## src/logic/vosf_pkg.sv

```systemverilog
`default_nettype none
package vosf_pkg;
   // register indices; byte address is index times four
   localparam logic [5:0] CTRL1_IDX = 6'h01;
   localparam logic [5:0] FLDCTL_IDX = 6'h03;
   localparam logic [5:0] RATE_IDX = 6'h04;
   localparam logic [5:0] STAT_IDX = 6'h05;
   localparam logic [7:0] CTRL1_RST = 8'h00;
   localparam logic [7:0] FLDCTL_RST = 8'h00;
   localparam logic [7:0] RATE_RST = 8'h00;
   // output_format_control fields
   localparam int C1_CLIP = 3;
   localparam int C1_IF_LSB = 4;
   localparam int C1_VSEL = 6;
   localparam int C1_ALWAYS = 7;
   // field control fields
   localparam int F3_FIELD_OUT = 0;
   localparam int F3_PAR_SEL = 1;
   localparam int F3_STD = 2;
   localparam int F3_SYNC656 = 3;
   localparam logic [2:0] SZ_QVGA = 3'h0;
   localparam logic [2:0] SZ_VGA = 3'h1;
   localparam logic [2:0] SZ_CIF = 3'h2;
   localparam logic [2:0] SZ_QCIF = 3'h3;
   localparam logic [2:0] SZ_RQVGA = 3'h4;
   localparam logic [2:0] SZ_RCIF = 3'h5;
   localparam logic [2:0] SZ_601 = 3'h6;
   localparam logic [1:0] IF_CAM = 2'h0;
   localparam logic [1:0] IF_656 = 2'h1;
   localparam logic [1:0] IF_STROBE = 2'h2;
   // horizontal blanking (a) and active (b) in output clocks
   localparam logic [10:0] A525_QVGA = 11'h076;
   localparam logic [10:0] A625_QVGA = 11'h07F;
   localparam logic [10:0] B_QVGA = 11'h280;
   localparam logic [10:0] A525_VGA = 11'h0EC;
   localparam logic [10:0] A625_VGA = 11'h0FE;
   localparam logic [10:0] B_VGA = 11'h500;
   localparam logic [10:0] A525_CIF = 11'h082;
   localparam logic [10:0] A625_CIF = 11'h08C;
   localparam logic [10:0] B_CIF = 11'h2C0;
   localparam logic [10:0] A525_QCIF = 11'h132;
   localparam logic [10:0] A625_QCIF = 11'h13C;
   localparam logic [10:0] B_QCIF = 11'h160;
   localparam logic [10:0] A525_RQVGA = 11'h0C6;
   localparam logic [10:0] A625_RQVGA = 11'h0CF;
   localparam logic [10:0] B_RQVGA = 11'h1E0;
   localparam logic [10:0] A525_RCIF = 11'h096;
   localparam logic [10:0] A625_RCIF = 11'h09F;
   localparam logic [10:0] B_RCIF = 11'h240;
   localparam logic [10:0] A525_601 = 11'h0F4;
   localparam logic [10:0] A625_601 = 11'h108;
   localparam logic [10:0] B_601 = 11'h5A0;
   localparam logic [10:0] CODE_LEN = 11'h004;
   // line numbering
   localparam logic [9:0] LINES_525 = 10'h20D;
   localparam logic [9:0] LINES_625 = 10'h271;
   localparam logic [9:0] F2_525 = 10'h108;
   localparam logic [9:0] F2_625 = 10'h139;
   localparam logic [9:0] V525_END0 = 10'h009;
   localparam logic [9:0] V525_END1 = 10'h013;
   localparam logic [9:0] V525_F2END0 = 10'h110;
   localparam logic [9:0] V525_F2END1 = 10'h11A;
   localparam logic [9:0] V625_ACT1 = 10'h017;
   localparam logic [9:0] V625_END1 = 10'h136;
   localparam logic [9:0] V625_ACT2 = 10'h150;
   localparam logic [9:0] V625_END2 = 10'h26F;
   localparam logic [9:0] LINE_FIRST = 10'h001;
   // data codes
   localparam logic [7:0] BLK_Y = 8'h10;
   localparam logic [7:0] BLK_C = 8'h80;
   localparam logic [7:0] TRS_PRE0 = 8'hFF;
   localparam logic [7:0] TRS_PRE1 = 8'h00;
   localparam logic [7:0] CLIP_LO_WIDE = 8'h01;
   localparam logic [7:0] CLIP_HI_WIDE = 8'hFE;
   localparam logic [7:0] CLIP_LO_601 = 8'h10;
   localparam logic [7:0] CLIP_HI_Y601 = 8'hEB;
   localparam logic [7:0] CLIP_HI_C601 = 8'hF0;

   typedef struct packed {
      logic cyc;
      logic stb;
      logic we;
      logic [7:0] adr;
      logic [31:0] dat;
      logic [3:0] sel;
   } vosf_wbreq_t;

   typedef struct packed {
      logic [7:0] data;
      logic line_sync_out;
      logic frame_sync_out;
      logic pixel_valid_n;
      logic pixel_clock_out;
   } vosf_vid_t;
endpackage
`default_nettype wire

```

## src/logic/vosf_sync.sv

```systemverilog
`timescale 1ns/100ps
`default_nettype none
module vosf_sync (
   input wire logic clk,
   input wire logic reset_n,
   input wire logic ce,
   input wire logic d,
   output logic q
);
   logic meta_r;

   always_ff @(posedge clk or negedge reset_n) begin
      if (!reset_n) begin
         meta_r <= 1'b0;
         q <= 1'b0;
      end else if (ce) begin
         meta_r <= d;
         q <= meta_r;
      end
   end
endmodule
`default_nettype wire

```

## src/logic/vosf_formatter.sv

```systemverilog
`timescale 1ns/100ps
`default_nettype none
module vosf_formatter
   import vosf_pkg::*;
(
   input wire logic clk,
   input wire logic reset_n,
   input wire logic ce,
   input wire vosf_wbreq_t wb_req,
   output logic wb_ack_o,
   output logic [31:0] wb_dat_o,
   input wire logic pixel_clock_in,
   input wire logic [7:0] pix_in,
   output logic pix_take,
   output vosf_vid_t vid
);
   typedef struct packed {
      logic [7:0] c1;
      logic [7:0] c3;
      logic [7:0] c4;
      logic ack;
      logic [31:0] rd;
      logic pc_q;
      logic [10:0] h;
      logic [9:0] line;
      logic sub;
      logic [1:0] fcnt;
      logic par;
      logic take;
      vosf_vid_t vo;
   } vosf_st_t;

   vosf_st_t st_r;
   vosf_st_t st_nxt;

   function automatic logic [10:0] h_a(input logic [2:0] s, input logic p);
      case (s)
         SZ_QVGA: h_a = p ? A625_QVGA : A525_QVGA;
         SZ_VGA: h_a = p ? A625_VGA : A525_VGA;
         SZ_CIF: h_a = p ? A625_CIF : A525_CIF;
         SZ_QCIF: h_a = p ? A625_QCIF : A525_QCIF;
         SZ_RQVGA: h_a = p ? A625_RQVGA : A525_RQVGA;
         SZ_RCIF: h_a = p ? A625_RCIF : A525_RCIF;
         default: h_a = p ? A625_601 : A525_601;
      endcase
   endfunction

   function automatic logic [10:0] h_b(input logic [2:0] s);
      case (s)
         SZ_QVGA: h_b = B_QVGA;
         SZ_VGA: h_b = B_VGA;
         SZ_CIF: h_b = B_CIF;
         SZ_QCIF: h_b = B_QCIF;
         SZ_RQVGA: h_b = B_RQVGA;
         SZ_RCIF: h_b = B_RCIF;
         default: h_b = B_601;
      endcase
   endfunction

   // 625-line table does not change with the range select bit
   function automatic logic vflag(input logic [9:0] ln, input logic p, input logic rs);
      if (p) begin
         vflag = !((ln >= V625_ACT1 && ln <= V625_END1) ||
                   (ln >= V625_ACT2 && ln <= V625_END2));
      end else if (rs) begin
         vflag = ln <= V525_END1 || (ln >= F2_525 && ln <= V525_F2END1);
      end else begin
         vflag = ln <= V525_END0 || (ln >= F2_525 && ln <= V525_F2END0);
      end
   endfunction

   function automatic logic [7:0] trs(input logic f, input logic v, input logic hb);
      trs = {1'b1, f, v, hb, v ^ hb, f ^ hb, f ^ v, f ^ v ^ hb};
   endfunction

   function automatic logic [7:0] clip(input logic [7:0] d, input logic y, input logic lim);
      logic [7:0] lo;
      logic [7:0] hi;
      lo = lim ? CLIP_LO_601 : CLIP_LO_WIDE;
      hi = lim ? (y ? CLIP_HI_Y601 : CLIP_HI_C601) : CLIP_HI_WIDE;
      clip = d < lo ? lo : (d > hi ? hi : d);
   endfunction

   function automatic logic [7:0] baddr(input logic [5:0] idx);
      baddr = {idx, 2'b00};
   endfunction

   logic pc_s;
   logic tick;
   logic [2:0] size;
   logic [1:0] iface;
   logic std625;
   logic [10:0] ha;
   logic [10:0] htot;
   logic [10:0] hd;
   logic [9:0] ltot;
   logic [9:0] f2;
   logic vf;
   logic fld;
   logic fstart;
   logic act_h;
   logic act;
   logic skip;
   logic [1:0] rmask;
   logic cif525;
   logic mode656;
   logic code_eav;
   logic code_sav;
   logic [1:0] cpos;
   logic wb_go;
   logic wr_fmt;

   vosf_sync u_pclk_sync (
      .clk(clk),
      .reset_n(reset_n),
      .ce(ce),
      .d(pixel_clock_in),
      .q(pc_s)
   );

   always_comb begin
      tick = pc_s & ~st_r.pc_q;
      size = st_r.c1[2:0];
      iface = st_r.c1[C1_IF_LSB +: 2];
      std625 = st_r.c3[F3_STD];
      ha = h_a(size, std625);
      htot = ha + h_b(size);
      hd = st_r.h - ha;
      ltot = std625 ? LINES_625 : LINES_525;
      f2 = std625 ? F2_625 : F2_525;
      vf = vflag(st_r.line, std625, st_r.c1[C1_VSEL]);
      fld = st_r.line >= f2;
      fstart = st_r.line == LINE_FIRST || st_r.line == f2;
      act_h = st_r.h >= ha;
      // one field parity only, unless the size carries both fields
      act = act_h && !vf && (size == SZ_VGA || size == SZ_601 ||
                             st_r.par == st_r.c3[F3_PAR_SEL]);
      case (st_r.c4[1:0])
         2'h0: rmask = 2'h0;
         2'h1: rmask = 2'h1;
         default: rmask = 2'h3;
      endcase
      skip = |(st_r.fcnt & rmask);
      cif525 = size == SZ_CIF && !std625;
      mode656 = iface == IF_656 && !st_r.c3[F3_SYNC656];
      code_eav = st_r.h < CODE_LEN;
      code_sav = st_r.h >= ha - CODE_LEN && !act_h;
      // word index counts from the slot start; blanking length is not always a multiple of four
      cpos = code_eav ? st_r.h[1:0] : hd[1:0];
      wb_go = wb_req.cyc && wb_req.stb && !st_r.ack;
      wr_fmt = wb_go && wb_req.we && wb_req.sel[0] &&
               (wb_req.adr == baddr(CTRL1_IDX) || wb_req.adr == baddr(FLDCTL_IDX));
   end

   always_comb begin
      st_nxt = st_r;
      st_nxt.ack = 1'b0;
      st_nxt.take = 1'b0;
      st_nxt.pc_q = pc_s;
      st_nxt.vo.pixel_clock_out = pc_s;
      if (wb_go) begin
         st_nxt.ack = 1'b1;
         if (wb_req.adr == baddr(CTRL1_IDX)) begin
            st_nxt.rd = {24'h00_0000, st_r.c1};
            if (wb_req.we && wb_req.sel[0]) begin
               st_nxt.c1 = wb_req.dat[7:0];
            end
         end else if (wb_req.adr == baddr(FLDCTL_IDX)) begin
            st_nxt.rd = {24'h00_0000, st_r.c3};
            if (wb_req.we && wb_req.sel[0]) begin
               st_nxt.c3 = wb_req.dat[7:0];
            end
         end else if (wb_req.adr == baddr(RATE_IDX)) begin
            st_nxt.rd = {24'h00_0000, st_r.c4};
            if (wb_req.we && wb_req.sel[0]) begin
               st_nxt.c4 = wb_req.dat[7:0];
            end
         end else if (wb_req.adr == baddr(STAT_IDX)) begin
            st_nxt.rd = {8'h00, st_r.par, fld, skip, st_r.line, st_r.h};
         end else begin
            st_nxt.rd = 32'h0000_0000;
         end
      end
      if (tick) begin
         if (st_r.h == htot - 11'h001) begin
            st_nxt.h = 11'h000;
            if (cif525 && !st_r.sub) begin
               st_nxt.sub = 1'b1;
            end else begin
               st_nxt.sub = 1'b0;
               st_nxt.line = st_r.line == ltot ? LINE_FIRST : st_r.line + 10'h001;
               if (st_r.line == ltot) begin
                  st_nxt.fcnt = st_r.fcnt + 2'h1;
               end
            end
         end else begin
            st_nxt.h = st_r.h + 11'h001;
         end
         // timing reference words, or their black stand-ins
         if (code_eav || code_sav) begin
            if (!iface[0]) begin
               st_nxt.vo.data = cpos[0] ? BLK_C : BLK_Y;
            end else if (cpos == 2'h3) begin
               st_nxt.vo.data = trs(fld, vf, code_eav);
            end else begin
               st_nxt.vo.data = cpos == 2'h0 ? TRS_PRE0 : TRS_PRE1;
            end
         end else if (act && !skip) begin
            st_nxt.vo.data = clip(pix_in, hd[0], st_r.c1[C1_CLIP]);
            st_nxt.take = 1'b1;
         end else begin
            st_nxt.vo.data = hd[0] ? BLK_Y : BLK_C;
         end
         // strobes; skipped frames keep valid only in the strobe interface, or in plain 656 where valid is held low
         st_nxt.vo.pixel_valid_n = !(act && (!skip || iface == IF_STROBE));
         st_nxt.vo.line_sync_out = st_r.h == 11'h000;
         if (!iface[1]) begin
            st_nxt.vo.frame_sync_out = !vf;
         end else begin
            st_nxt.vo.frame_sync_out = fstart && st_r.h == 11'h000 &&
                                       (!skip || st_r.c1[C1_ALWAYS]);
         end
         if (st_r.c3[F3_FIELD_OUT]) begin
            st_nxt.vo.frame_sync_out = st_r.par;
         end
         if (mode656) begin
            st_nxt.vo.line_sync_out = 1'b0;
            st_nxt.vo.frame_sync_out = 1'b0;
            st_nxt.vo.pixel_valid_n = 1'b0;
         end
         // parity flips at every field start, so it is settled before valid
         if (fstart && st_r.h == 11'h000 && !st_r.sub) begin
            st_nxt.par = ~st_r.par;
         end
      end
      if (wr_fmt) begin
         st_nxt.h = 11'h000;
         st_nxt.line = LINE_FIRST;
         st_nxt.sub = 1'b0;
         st_nxt.fcnt = 2'h0;
      end
   end

   always_ff @(posedge clk or negedge reset_n) begin
      if (!reset_n) begin
         st_r <= '{c1: CTRL1_RST, c3: FLDCTL_RST, c4: RATE_RST, line: LINE_FIRST,
                   vo: '{data: BLK_Y, line_sync_out: 1'b0, frame_sync_out: 1'b0,
                         pixel_valid_n: 1'b1, pixel_clock_out: 1'b0},
                   default: '0};
      end else if (ce) begin
         st_r <= st_nxt;
      end
   end

   assign wb_ack_o = st_r.ack;
   assign wb_dat_o = st_r.rd;
   assign pix_take = st_r.take;
   assign vid = st_r.vo;

   // line length check: ticks between line starts
   logic [10:0] hl_cnt_r;
   logic hl_ok_r;
   always_ff @(posedge clk or negedge reset_n) begin
      if (!reset_n) begin
         hl_cnt_r <= 11'h000;
         hl_ok_r <= 1'b0;
      end else if (ce) begin
         if (wr_fmt) begin
            hl_ok_r <= 1'b0;
            hl_cnt_r <= 11'h000;
         end else if (tick && st_r.h == 11'h000) begin
            hl_ok_r <= 1'b1;
            hl_cnt_r <= 11'h001;
         end else if (tick) begin
            hl_cnt_r <= hl_cnt_r + 11'h001;
         end
      end
   end
endmodule
`default_nettype wire

```

## config.mk

```make
export PLATFORM = sky130hd
export DESIGN_NAME = vosf_formatter
export DESIGN_NICKNAME = d
export VERILOG_FILES = /design/src/logic/vosf_pkg.sv /design/src/logic/vosf_sync.sv /design/src/logic/vosf_formatter.sv
export SDC_FILE = /design/constraint.sdc
export NUM_CORES = 1
export LEC_CHECK = 0
export ABC_AREA = 1
export BUFFER_PORTS_ARGS = -buffer_cell sky130_fd_sc_hd__buf_4
export CORE_MARGIN = 2
export CORE_UTILIZATION = 51
export CTS_BUF_LIST = sky130_fd_sc_hd__clkbuf_4
export CTS_CLUSTER_DIAMETER = 80
export DETAILED_ROUTE_END_ITERATION = 8
export PLACE_DENSITY = 0.69
export RECOVER_POWER = 25
export REMOVE_ABC_BUFFERS = 1
export SLEW_MARGIN = 20
export SYNTH_ARGS = -nofsm -noshare
export SYNTH_HDL_FRONTEND = slang
export SYNTH_SLANG_ARGS = --single-unit
```

## constraint.sdc

```tcl
create_clock -name clk -period 5.8 [get_ports clk]
set_input_delay 0.87 -clock clk [delete_from_list [all_inputs] [get_ports clk]]
set_output_delay 0.87 -clock clk [all_outputs]
set_load 0.05 [all_outputs]
```

# Yosys cells after proc, flatten, opt, wreduce, memory -nomap -nowiden
# Index checks and enable logic that the tools add are counted.
# classes
add_sub_neg,7
magnitude_cmp,15
n_eq_ne,20
n_mux,47
bitwise_logic,10
reduce_logical,58
# op_table
operator,n
$mux W24,5
$mux W8,9
$pmux W11 S6,1
$pmux W9 S6,1
$mux W37,1
$mux W33,1
$le A10 B9 Y1 const B,3
$logic_and A1 B1 Y1,21
$ge A10 B9 Y1 const B,2
$mux W10,2
$mux W4,5
$mux W5,4
$eq A8 B5 Y1 const B,2
$mux W13,1
$add A11 B1 Y11 const B,1
$add A9 B11 Y11,1
$eq A11 B11 Y1,1
$ge A11 B11 Y1,1
$ge A11 B9 Y1,1
$logic_not A11 Y1,1
$lt A11 B3 Y1 const B,1
$mux W11,1
$sub A11 B1 Y11 const B,1
$add A10 B1 Y10 const B,1
44 further kinds,89
# word_totals
ff_bits,97
out_inout_bits,46
wordCells,175

# Logic depth before layout (Yosys ltp)
# Gate-level depths: netlist of run 1.
# depth
depth_word,13
mapped_depth,26
depth_no_buf,26

# Hierarchy
# Synthesis of run 1 repeated with hierarchy kept, for this count alone.
# unflattened
cells_unflattened,990
area_unflattened_um2,7151.9
# by_module_without_submodules
mod,n_inst,cells_each,area_per_inst_um2
vosf_formatter,1,981,7075.5
vosf_sync,1,9,76.3

# Least setup slack after synthesis of run 1
# OpenSTA, ideal clock, no wires.
# synth_path
kind,register -> register
from,"reg st_r, in the netlist size[2]"
to,"reg st_r, in the netlist vid[4]"
setup_ps,117
t_arrival_ps,3168
required_ps,5683
path_slack_ps,2516
path_stages_with_launch,27
n_path_buf,1
synth_period_minus_slack_ps,3284
cell_sequence,dfrtp_1 buf_6 nor2_1 nand2_1 nand2_1 inv_1 a31oi_1 inv_1 ha_1 nand2_1 nand2_1 nor3b_1 nand3_1 ha_1 nand2_1 nor2_1 nand3_1 nand4_1 nand2_1 nand2_1 inv_1 nand2_4 clkinv_4 nand2_1 nand2_1 nand2_1 nand2_1
# synth_between
elab_chain_cells,10
elab_cells_between_ends,33
classes_between,add/sub: 2; order compare: 3; eq/ne: 7; mux: 11; reduce/logical: 10
# synth_rtl
element,line_no,rtl
start: declaration,vosf_formatter.sv:33,vosf_st_t st_r;
start signal: assignment,vosf_formatter.sv:246,"st_r <= '{c1: CTRL1_RST, c3: FLDCTL_RST, c4: RATE_RST, line: LINE_FIRST,"
start signal: assignment,vosf_formatter.sv:251,st_r <= st_nxt;
"$eq A3 B3 Y1, or another cell as far along",vosf_formatter.sv:37,case (s)
$pmux W9 S6,vosf_formatter.sv:37,
$sub A2 B2 Y2,vosf_formatter.sv:128,hd = st_r.h - ha;
$mux W5 (2 in series),vosf_formatter.sv:80,hi = lim ? (y ? CLIP_HI_Y601 : CLIP_HI_C601) : CLIP_HI_WIDE;
$gt A8 B8 Y1,vosf_formatter.sv:81,clip = d < lo ? lo : (d > hi ? hi : d);
$mux W8 (2 in series),vosf_formatter.sv:81,
$mux W8,vosf_formatter.sv:208,end else if (act && !skip) begin
$mux W8 (*),vosf_formatter.sv:200,if (code_eav || code_sav) begin
# Mark *: on every way between the ends. The rest lies on a longest branch, timed or not.
# A chain may end at the register's enable or synchronous reset.

# Worst setup path after layout of run 1
# layout_path
from,"reg st_r, in the netlist size[2]"
to,"reg st_r, in the netlist vid[11]"
# The elaborated chain is that of the path after synthesis.

==> flow_summary.toml, run 1 <==
[setup_path]
crit_path_start_kind = "flop"
critPathMaxFanout = 11
critical_path_class = "flop to flop"
cp.required_ps = 6240
cp.arrival_ps = 4650
r2r_setup_slack_ps = 1590
critPathCaptureType = "flop"

[job]
maxCapViolCount = 1

[timing]
hold_ws_ps = 507
rsz0062_at_grt = "no"
slew_headroom = -0.162
setup_viol = 0
hold_viol = 0
max_freq_mhz = 238
fin_crit_ps = 4210
drv_slew = 70
final.setup.tns_ps = 0
min_period_over_period = 0.726
skew_ps = 18.6
worst_pin_slew_ps = 1740

[place]
gp_congestion = 0.947
post-dp-hpwl_mm = 13.3
placed_area_sq_um = 7360
io_buffers = 69

[die]
start_util = 0.528
core.rowCount = 42
pin_count = 105
coreArea_sq_um = 13300
die_w_microns = 122
dieArea_sq_um = 14800
die_y_microns = 122

[worst_hold_path]
hp-class = "flop to flop"

[clock_network]
post_cts_buffers = 0
htree_levels = 3
cts.hold.buffers_added = 0
clock_sinks = 89
cts_buffers = 9
clk_pin_slew_ps = 170
clk_path_buf_depth = 2
clkLatencyLatePin_ps = 510
cts_tree = "built"
cts_root_buf = "clkbuf_4"
cts_resized = 0

[layout]
regArea_sq_um = 2230
nets = 1119
fillers = 1369
fin_area_sq_um = 7490
syn_to_final_growth_pct = 6.31
antenna_cells = 0
layout-drive-gt1-share = 0.120
final_util = 0.561
multi_input_area_sq_um = 3920

[synthesis]
synth_edf_count = 0
synth_flop_cell = "dfrtp_1"
yosysWarningCount = 0
ys_types = 49
netlist_area_sq_um = 7040
ys_ff_latch = 89
synthCells = 985
syn_area_per_cell_sq_um = 7.15
ys_seq_area_frac = 0.317
async_flop_share = 1.00

[outcome]
violations = "max-capacitance violations, max-slew violations"
status = "complete, but fails checks"

[detailed_routing]
ant_nets = 0
routedWlPerCell_microns = 14.6
avgViaCountPerCell = 5.30
drt_wl_total_mm = 17.3
dr_total_vias = 6285
drc = 0
first_pass_iters = 5
drt_iter0_drc = 419

[pwr]
power_switching_share = 0.454
power_density_nw_per_um2 = 254
clkPwrFrac = 0.188
p_sw_mw = 0.866
ir_drop_v = 0.000133
comb_power_share = 0.395
leakage_nw = 3.76
power_frac_seq = 0.417
p_int_mw = 1.04

[global_routing]
grt_usage = 0.247
gr-total-overflow = 0
grt_antenna_before_repair = 0
grt_max_degree = 70
grt_pass1_vias = 5744
grt_pass1_wl_mm = 28.8
-- final timing paths --
kind / startpoint / to / cells past startpoint
worst max-delay path: size[2] / vid[11] / 22
worst min-delay path: u_pclk_sync.meta_r / u_pclk_sync.meta_r / 2
worst max register to register: size[2] / vid[11] / 22
worst min register to register: u_pclk_sync.meta_r / u_pclk_sync.meta_r / 2
max in group asynchronous: reset_n / st_r[33] / 2
min in group asynchronous: reset_n / wb_dat_o[19] / 1
-- critical path, cell delays in order, from the launching register on --
cell      delay, ps
dfrtp_1         600
ha_1            360
inv_1           180
nand2_1         120
inv_1            40
a31oi_1         270
inv_1           170
ha_1            230
nand2_1          70
nand2_1         100
nor3b_1         330
nand3_1         180
ha_1            340
nand2_1          70
nor2_1          170
nand3_1         110
nand4_1         100
nand2_1          70
nand2_1          90
inv_1           110
a211oi_1        190
nor2_1           60
a21oi_1         180
-- metrics by stage --
step | power, mW | setup WS [ps] | instances
global route | 2.05 | 1030 | 1185
CTS | 1.91 | 1630 | 1185
floorplan | 1.32 | 2380 | 923
detailed placement | 1.55 | 1670 | 1169
global placement | 1.55 | 1710 | 1169
finish | 1.91 | 1590 | 1185
-- cell type report --
cell class	count	area share
Tap cell	176	0.0294
Clock inverter	7	0.00952
Inverter	123	0.0623
Multi-Input combinational cell	711	0.523
Clock buffer	9	0.00902
Timing Repair Buffer	70	0.0688
Sequential cell	89	0.298
-- Yosys cell counts (6+ instances only) --
library cell	count	area share
a21oi_1	29	0.021
buf_2	10	0.0071
buf_4	45	0.048
clkbuf_1	11	0.0059
dfrtp_1	86	0.31
ha_1	55	0.098
inv_1	114	0.061
inv_2	8	0.0043
nand2_1	246	0.13
nand3_1	50	0.036
nand3b_1	6	0.0064
nand4_1	23	0.020
nor2_1	84	0.045
nor2_2	6	0.0053
nor3_1	17	0.012
o21ai_0	93	0.066
o21ai_1	12	0.0085
xor2_1	24	0.030
-- layer usage --
metal,global-route usage,part of all wire,up-vias
met3,0.0277,0.046,21
met2,0.383,0.45,142
li1,-,-,3219
met5,0,0,-
met4,0.0797,0.018,0
met1,0.361,0.48,2903
-- state kept, by name, indices dropped and copies added (netlist names) --
name                flops
wb_ack_o                1
iface                   2
pix_take                1
st_r                   44
u_pclk_sync.q           1
wb_dat_o               24
vid                    12
u_pclk_sync.meta_r      1
size                    3
-- power groups by stage --
stage	logic, mW	clock network, mW	registers [mW]
after global routing	0.857	0.389	0.801
after global placement	0.743	0	0.804
after CTS	0.754	0.364	0.791
final	0.753	0.358	0.794
after detailed placement	0.750	0	0.803
after floorplan	0.490	0	0.831
-- cell families after synthesis --
family / count (synthesis) / share of synthesized area
AO/OA/AOI/OAI: 166 / 0.131
XOR/XNOR: 29 / 0.0361
adder cells (fa/ha/maj): 56 / 0.101
buffers and inverters: 192 / 0.131
flip-flops: 89 / 0.317
other: 1 / 0.000532
AND/OR/NAND/NOR: 452 / 0.284
-- layout by cell type, fill, tap and decap left out, types with 24 or more instances in the layout --
| cell type | instances |
|---|---|
| dfrtp_1 | 86 |
| xor2_1 | 24 |
| a21oi_1 | 29 |
| inv_1 | 114 |
| ha_1 | 55 |
| nand2_1 | 246 |
| nand3_1 | 50 |
| nor2_1 | 84 |
| o21ai_0 | 93 |
| buf_4 | 67 |
No activity file was read; power rests on OpenSTA's default activity.
==> run 2, diff against run 1 <==
==> constraint.sdc (replaced) <==
create_clock -name clk -period 3.9 [get_ports clk]
set_input_delay 0.585 -clock clk [delete_from_list [all_inputs] [get_ports clk]]
set_output_delay 0.585 -clock clk [all_outputs]
set_load 0.05 [all_outputs]
==> flow_summary.toml, run 2 (synthesis gave the netlist of run 1 again) <==
[timing]
min_period_over_period = 0.917
hold_ws_ps = 276
slew_headroom = -0.118
drv_slew = 69
hold_viol = 0
worst_pin_slew_ps = 1680
max_freq_mhz = 280
setup_viol = 0
final.setup.tns_ps = 0
fin_crit_ps = 3570
skew_ps = 24.6

[place]
dp.cells = 1191
io_buffers = 69
gp_congestion = 0.962
placed_area_sq_um = 7540
post-dp-hpwl_mm = 13.5

[die]
dieArea_sq_um = 14800
die_y_microns = 122
start_util = 0.528
core.rowCount = 42
coreArea_sq_um = 13300
pin_count = 105
die_w_microns = 122

[setup_path]
critical_path_class = "flop to flop"
crit_slowest_cell = "fa_1"
critPathCaptureType = "flop"
cp.arrival_ps = 3960
max_stage_delay_ps = 480
crit_path_start_kind = "flop"
cp.required_ps = 4290
crit_chain = "inv_1 -> o21ai_0 -> o311ai_0 -> nand2_1 -> ha_1 -> inv_1 -> fa_1 -> inv_1 -> nand3_1 -> nand2_1 -> nand4_1 -> nand2_1 -> nand2_1 -> nand2_1 -> nand2_1 -> nor2_1 -> nand3_1 -> nand2_2 -> nand3_2 -> buf_12 -> nand2_1 -> o21ai_1"
critPathMaxFanout = 20
crit_top_cell = "nand2_1"

[layout]
regArea_sq_um = 2230
regMostFlops = "st_r"
final_common_cell = "nand2_1"
layout-drive-gt1-share = 0.153
fin_area_sq_um = 7730
largest_register_ff_count = 44
final_cell_mix = "nand2_1 (246), inv_1 (112), o21ai_0 (92), buf_4 (92), dfrtp_1 (84)"
nets = 1144
post_layout_nonfiller_instances = 1210
syn_to_final_growth_pct = 9.70
multi_input_area_sq_um = 3950
fillers = 1307
antenna_cells = 0

[clock_network]
cts_tree = "built"
clk_pin_slew_ps = 180
htree_levels = 3
cts.hold.buffers_added = 0
cts_root_buf = "clkbuf_4"
clkLatencyLatePin_ps = 500
cts_buffers = 9
clock_sinks = 89
clk_path_buf_depth = 2

[pwr]
power_density_nw_per_um2 = 370
leakage_nw = 3.90
power_mw = 2.86
ir_drop_v = 0.000183

[detailed_routing]
dr_total_vias = 6431
drc = 0
first_pass_iters = 5
ant_nets = 0
drt_iter0_drc = 399
routedWlPerCell_microns = 14.6
drt_wl_total_mm = 17.6
avgViaCountPerCell = 5.31

[global_routing]
grt_pass1_vias = 5811
gr-total-overflow = 0
grt_max_degree = 69
grt_pass1_wl_mm = 28.6
grt_antenna_before_repair = 0
grt_usage = 0.246

[worst_hold_path]
hp-class = "input pin to flop"

[outcome]
violations = "max-capacitance violations, max-slew violations"
status = "complete, but fails checks"

[job]
maxCapViolCount = 1
## run 2: routing by layer
| layer | up-vias | GRT usage | part of all wire |
|---|---|---|---|
| li1 | 3268 | - | - |
| met1 | 2968 | 0.348 | 0.48 |
| met2 | 174 | 0.393 | 0.45 |
| met3 | 21 | 0.0301 | 0.051 |
| met4 | 0 | 0.0776 | 0.018 |
| met5 | - | 0 | 0 |
## run 2: layout make-up
cell class | instances | area share
clock buffer | 9 | 0.00874
tap | 176 | 0.0285
clock inverter | 7 | 0.00874
sequential | 89 | 0.289
inverter | 123 | 0.0604
timing repair buffer | 95 | 0.0931
multi-input combinational | 711 | 0.511
## run 2: per-stage QoR
step / utilization / setup WS [ps]
5_1_grt: 0.579 / -51.1
3_5_place_dp: 0.565 / 246
2_1_floorplan: - / 476
3_3_place_gp: 0.565 / 302
4_1_cts: 0.575 / 219
6_report: 0.579 / 325
## run 2: critical path, delay by kind of cell (launching register included)
kind	cells	cell delay, ps
AO/OA/AOI/OAI	3	680
adder cells (fa/ha/maj)	2	670
AND/OR/NAND/NOR	13	1290
buffers and inverters	4	430
flip-flops	1	370
## run 2: where the power goes
part	switching [mW]	internal (mW)	leakage, nW
sequential	0.162	1.02	1.20
clock	0.385	0.151	0.0733
combinational	0.749	0.391	2.62
## run 2: worst paths after layout
| check | startpoint | to | slack, ps | depth (start not counted) |
|---|---|---|---|---|
| worst max-delay path | size[0] | st_r[19] | 330 | 22 |
| worst min-delay path | pixel_clock_in | u_pclk_sync.meta_r | 280 | 3 |
| worst max register to register | size[0] | st_r[19] | 330 | 22 |
| worst min register to register | wb_dat_o[20] | wb_dat_o[20] | 500 | 2 |
| max in group asynchronous | reset_n | size[2] | 2290 | 1 |
| min in group asynchronous | reset_n | wb_dat_o[0] | 490 | 1 |
## run 2: repair_timing
action | CTS | global route
endpoints found under the setup margin | 0 | 32
buffers inserted | 0 | 3
gates resized for setup | 0 | 12
==> run 3, diff against run 2 <==
--- a/config.mk
+++ b/config.mk
@@ -7,7 +7,6 @@
 export LEC_CHECK = 0
 export ABC_AREA = 1
 export BUFFER_PORTS_ARGS = -buffer_cell sky130_fd_sc_hd__buf_4
-export CORE_MARGIN = 2
 export CORE_UTILIZATION = 51
 export CTS_BUF_LIST = sky130_fd_sc_hd__clkbuf_4
 export CTS_CLUSTER_DIAMETER = 80
==> constraint.sdc (replaced) <==
create_clock -name clk -period 3.9 [get_ports clk]
set_input_delay 0.195 -clock clk [delete_from_list [all_inputs] [get_ports clk]]
set_output_delay 0.195 -clock clk [all_outputs]
set_load 0.05 [all_outputs]
==> flow_summary.toml, run 3 (synthesis gave the netlist of run 1 again) <==
[outcome]
status = "complete, but fails checks"
violations = "max-capacitance violations, max-slew violations"

[setup_path]
setup.worst_path.end = "st_r[22]"
crit_chain = "ha_1 -> buf_4 -> nand2_1 -> inv_1 -> nor2_1 -> inv_1 -> ha_1 -> inv_1 -> ha_1 -> nand2_1 -> nand2_1 -> nand2_1 -> nand2_1 -> a21oi_1 -> nand2_1 -> nand2_1 -> nand2_1 -> nor2_1 -> nand3_1 -> nand2_2 -> nand3_2 -> buf_12 -> nand2_1 -> o21ai_1"
max_stage_delay_ps = 490
cp.arrival_ps = 3980
critical_path_class = "flop to flop"
cp-startpoint = "size[2]"
cp_num_cells = 24
crit_top_cell = "nand2_1"
critPathMaxFanout = 20
r2r_end = "st_r[22]"
crit_buf_inv = 5
crit_slowest_cell = "dfrtp_2"
crit_path_start_kind = "flop"
cp.required_ps = 4280
rr_worst_depth = 24
r2r_start = "size[2]"
r2r_setup_slack_ps = 310
cpLargestDelayFamily = "simple AND/OR/NAND/NOR gates"
critPathCaptureType = "flop"

[worst_hold_path]
hp-class = "input pin to flop"

[timing]
min_period_over_period = 0.921
setup_viol = 0
drv_slew = 70
max_freq_mhz = 278
hold_ws_ps = 39.4
worst_pin_slew_ps = 1750
slew_headroom = -0.170
hold_viol = 0
skew_ps = 26.4
final.setup.tns_ps = 0
fin_crit_ps = 3590
rsz0062_at_grt = "no"

[clock_network]
cts_buffers = 9
clk_pin_slew_ps = 160
cts_tree = "built"
clock_sinks = 89
clkLatencyLatePin_ps = 510
htree_levels = 3
cts_root_buf = "clkbuf_4"
clk_path_buf_depth = 2

[job]
maxCapViolCount = 1

[place]
dp.cells = 1187
gp_congestion = 0.921
io_buffers = 69
post-dp-hpwl_mm = 13.4

[detailed_routing]
routedWlPerCell_microns = 14.4
drt_iter0_drc = 472
first_pass_iters = 5
avgViaCountPerCell = 5.25
ant_nets = 0
drc = 0
drt_wl_total_mm = 17.6
dr_total_vias = 6387

[layout]
syn_to_final_growth_pct = 11.0
layout-drive-gt1-share = 0.143
final_cell_mix = "nand2_1 (246), inv_1 (113), o21ai_0 (92), buf_4 (86), dfrtp_1 (84)"
post_layout_nonfiller_instances = 1217
final_common_cell = "nand2_1"
antenna_cells = 0
largest_register_ff_count = 44
fillers = 1325
regMostFlops = "st_r"
nets = 1151

[global_routing]
gr-total-overflow = 0
grt_max_degree = 70
grt_usage = 0.261
grt_pass1_wl_mm = 29.4
grt_pass1_vias = 6030
grt_antenna_before_repair = 0

[die]
dieArea_sq_um = 14300
coreArea_sq_um = 13300
pin_count = 105
die_w_microns = 120
core.rowCount = 42
start_util = 0.528
die_y_microns = 120

[pwr]
comb_power_share = 0.391
p_sw_mw = 1.27
p_int_mw = 1.62
power_density_nw_per_um2 = 369
power_switching_share = 0.441
power_frac_seq = 0.410
ir_drop_v = 0.000241
clkPwrFrac = 0.198
leakage_nw = 3.92
-- run 3: per-stage QoR --
stage / worst slack [ps] / power (mW) / util / instance area, sq um
final: 308 / 2.89 / 0.586 / 7820
after global routing: 1.46 / 3.13 / 0.586 / 7820
after CTS: 214 / 2.90 / 0.584 / 7790
after detailed placement: 230 / 2.31 / 0.562 / 7510
after global placement: 251 / 2.30 / 0.562 / 7510
after floorplan: 476 / 1.96 / - / 6610
-- run 3: what timing repair did --
item,in CTS,in global routing
endpoints found under the hold margin,91,0
hold buffers,13,0
buffers inserted,0,1
resized for setup,0,9
setup endpoints to repair,0,31
-- run 3: cell type report --
cell class | count | area (sq um) | area share
clock buffers | 9 | 67.6 | 0.00864
clock inverters | 7 | 83.8 | 0.0107
inverters | 123 | 467 | 0.0597
multi-input cells | 711 | 3940 | 0.504
flip-flops and latches | 89 | 2230 | 0.286
well taps | 176 | 220 | 0.0282
repair buffers | 102 | 805 | 0.103
-- run 3: how the worst min path moves through the flow --
stage / cells past startpoint / start / endpoint
after floorplan: 0 / reset_n / iface[0]
after global placement: 1 / reset_n / st_r[26]
after detailed placement: 1 / reset_n / st_r[26]
after CTS: 3 / wb_req[4] / st_r[80]
after global routing: 3 / wb_req[4] / st_r[72]
final: 3 / wb_req[4] / st_r[80]
-- run 3: routing by layer --
layer,vias up,global-route usage,wire length (microns)
met3,19,0.0523,849
met5,-,0,0
li1,3262,-,-
met4,0,0.0672,235
met1,2948,0.370,8610
met2,158,0.406,7860
-- run 3: worst reg2reg max path, cell delays in order (launching register included) --
cell     delay, ps
dfrtp_2        490
ha_1           230
buf_4          160
nand2_1         70
inv_1           90
nor2_1         170
inv_1          140
ha_1           300
inv_1           40
ha_1           320
nand2_1         80
nand2_1         70
nand2_1         60
nand2_1         50
a21oi_1        160
nand2_1         70
nand2_1         60
nand2_1         50
nor2_1         130
nand3_1        160
nand2_2        150
nand3_2        110
buf_12         190
nand2_1         60
o21ai_1         70
-- run 3: power by group through the flow --
stage          registers (mW)  logic, mW  clock network, mW
4_1_cts                  1.18       1.13              0.583
2_1_floorplan            1.24      0.729                  0
3_3_place_gp             1.20       1.10                  0
6_report                 1.19       1.13              0.573
5_1_grt                  1.20       1.30              0.631
3_5_place_dp             1.20       1.11                  0
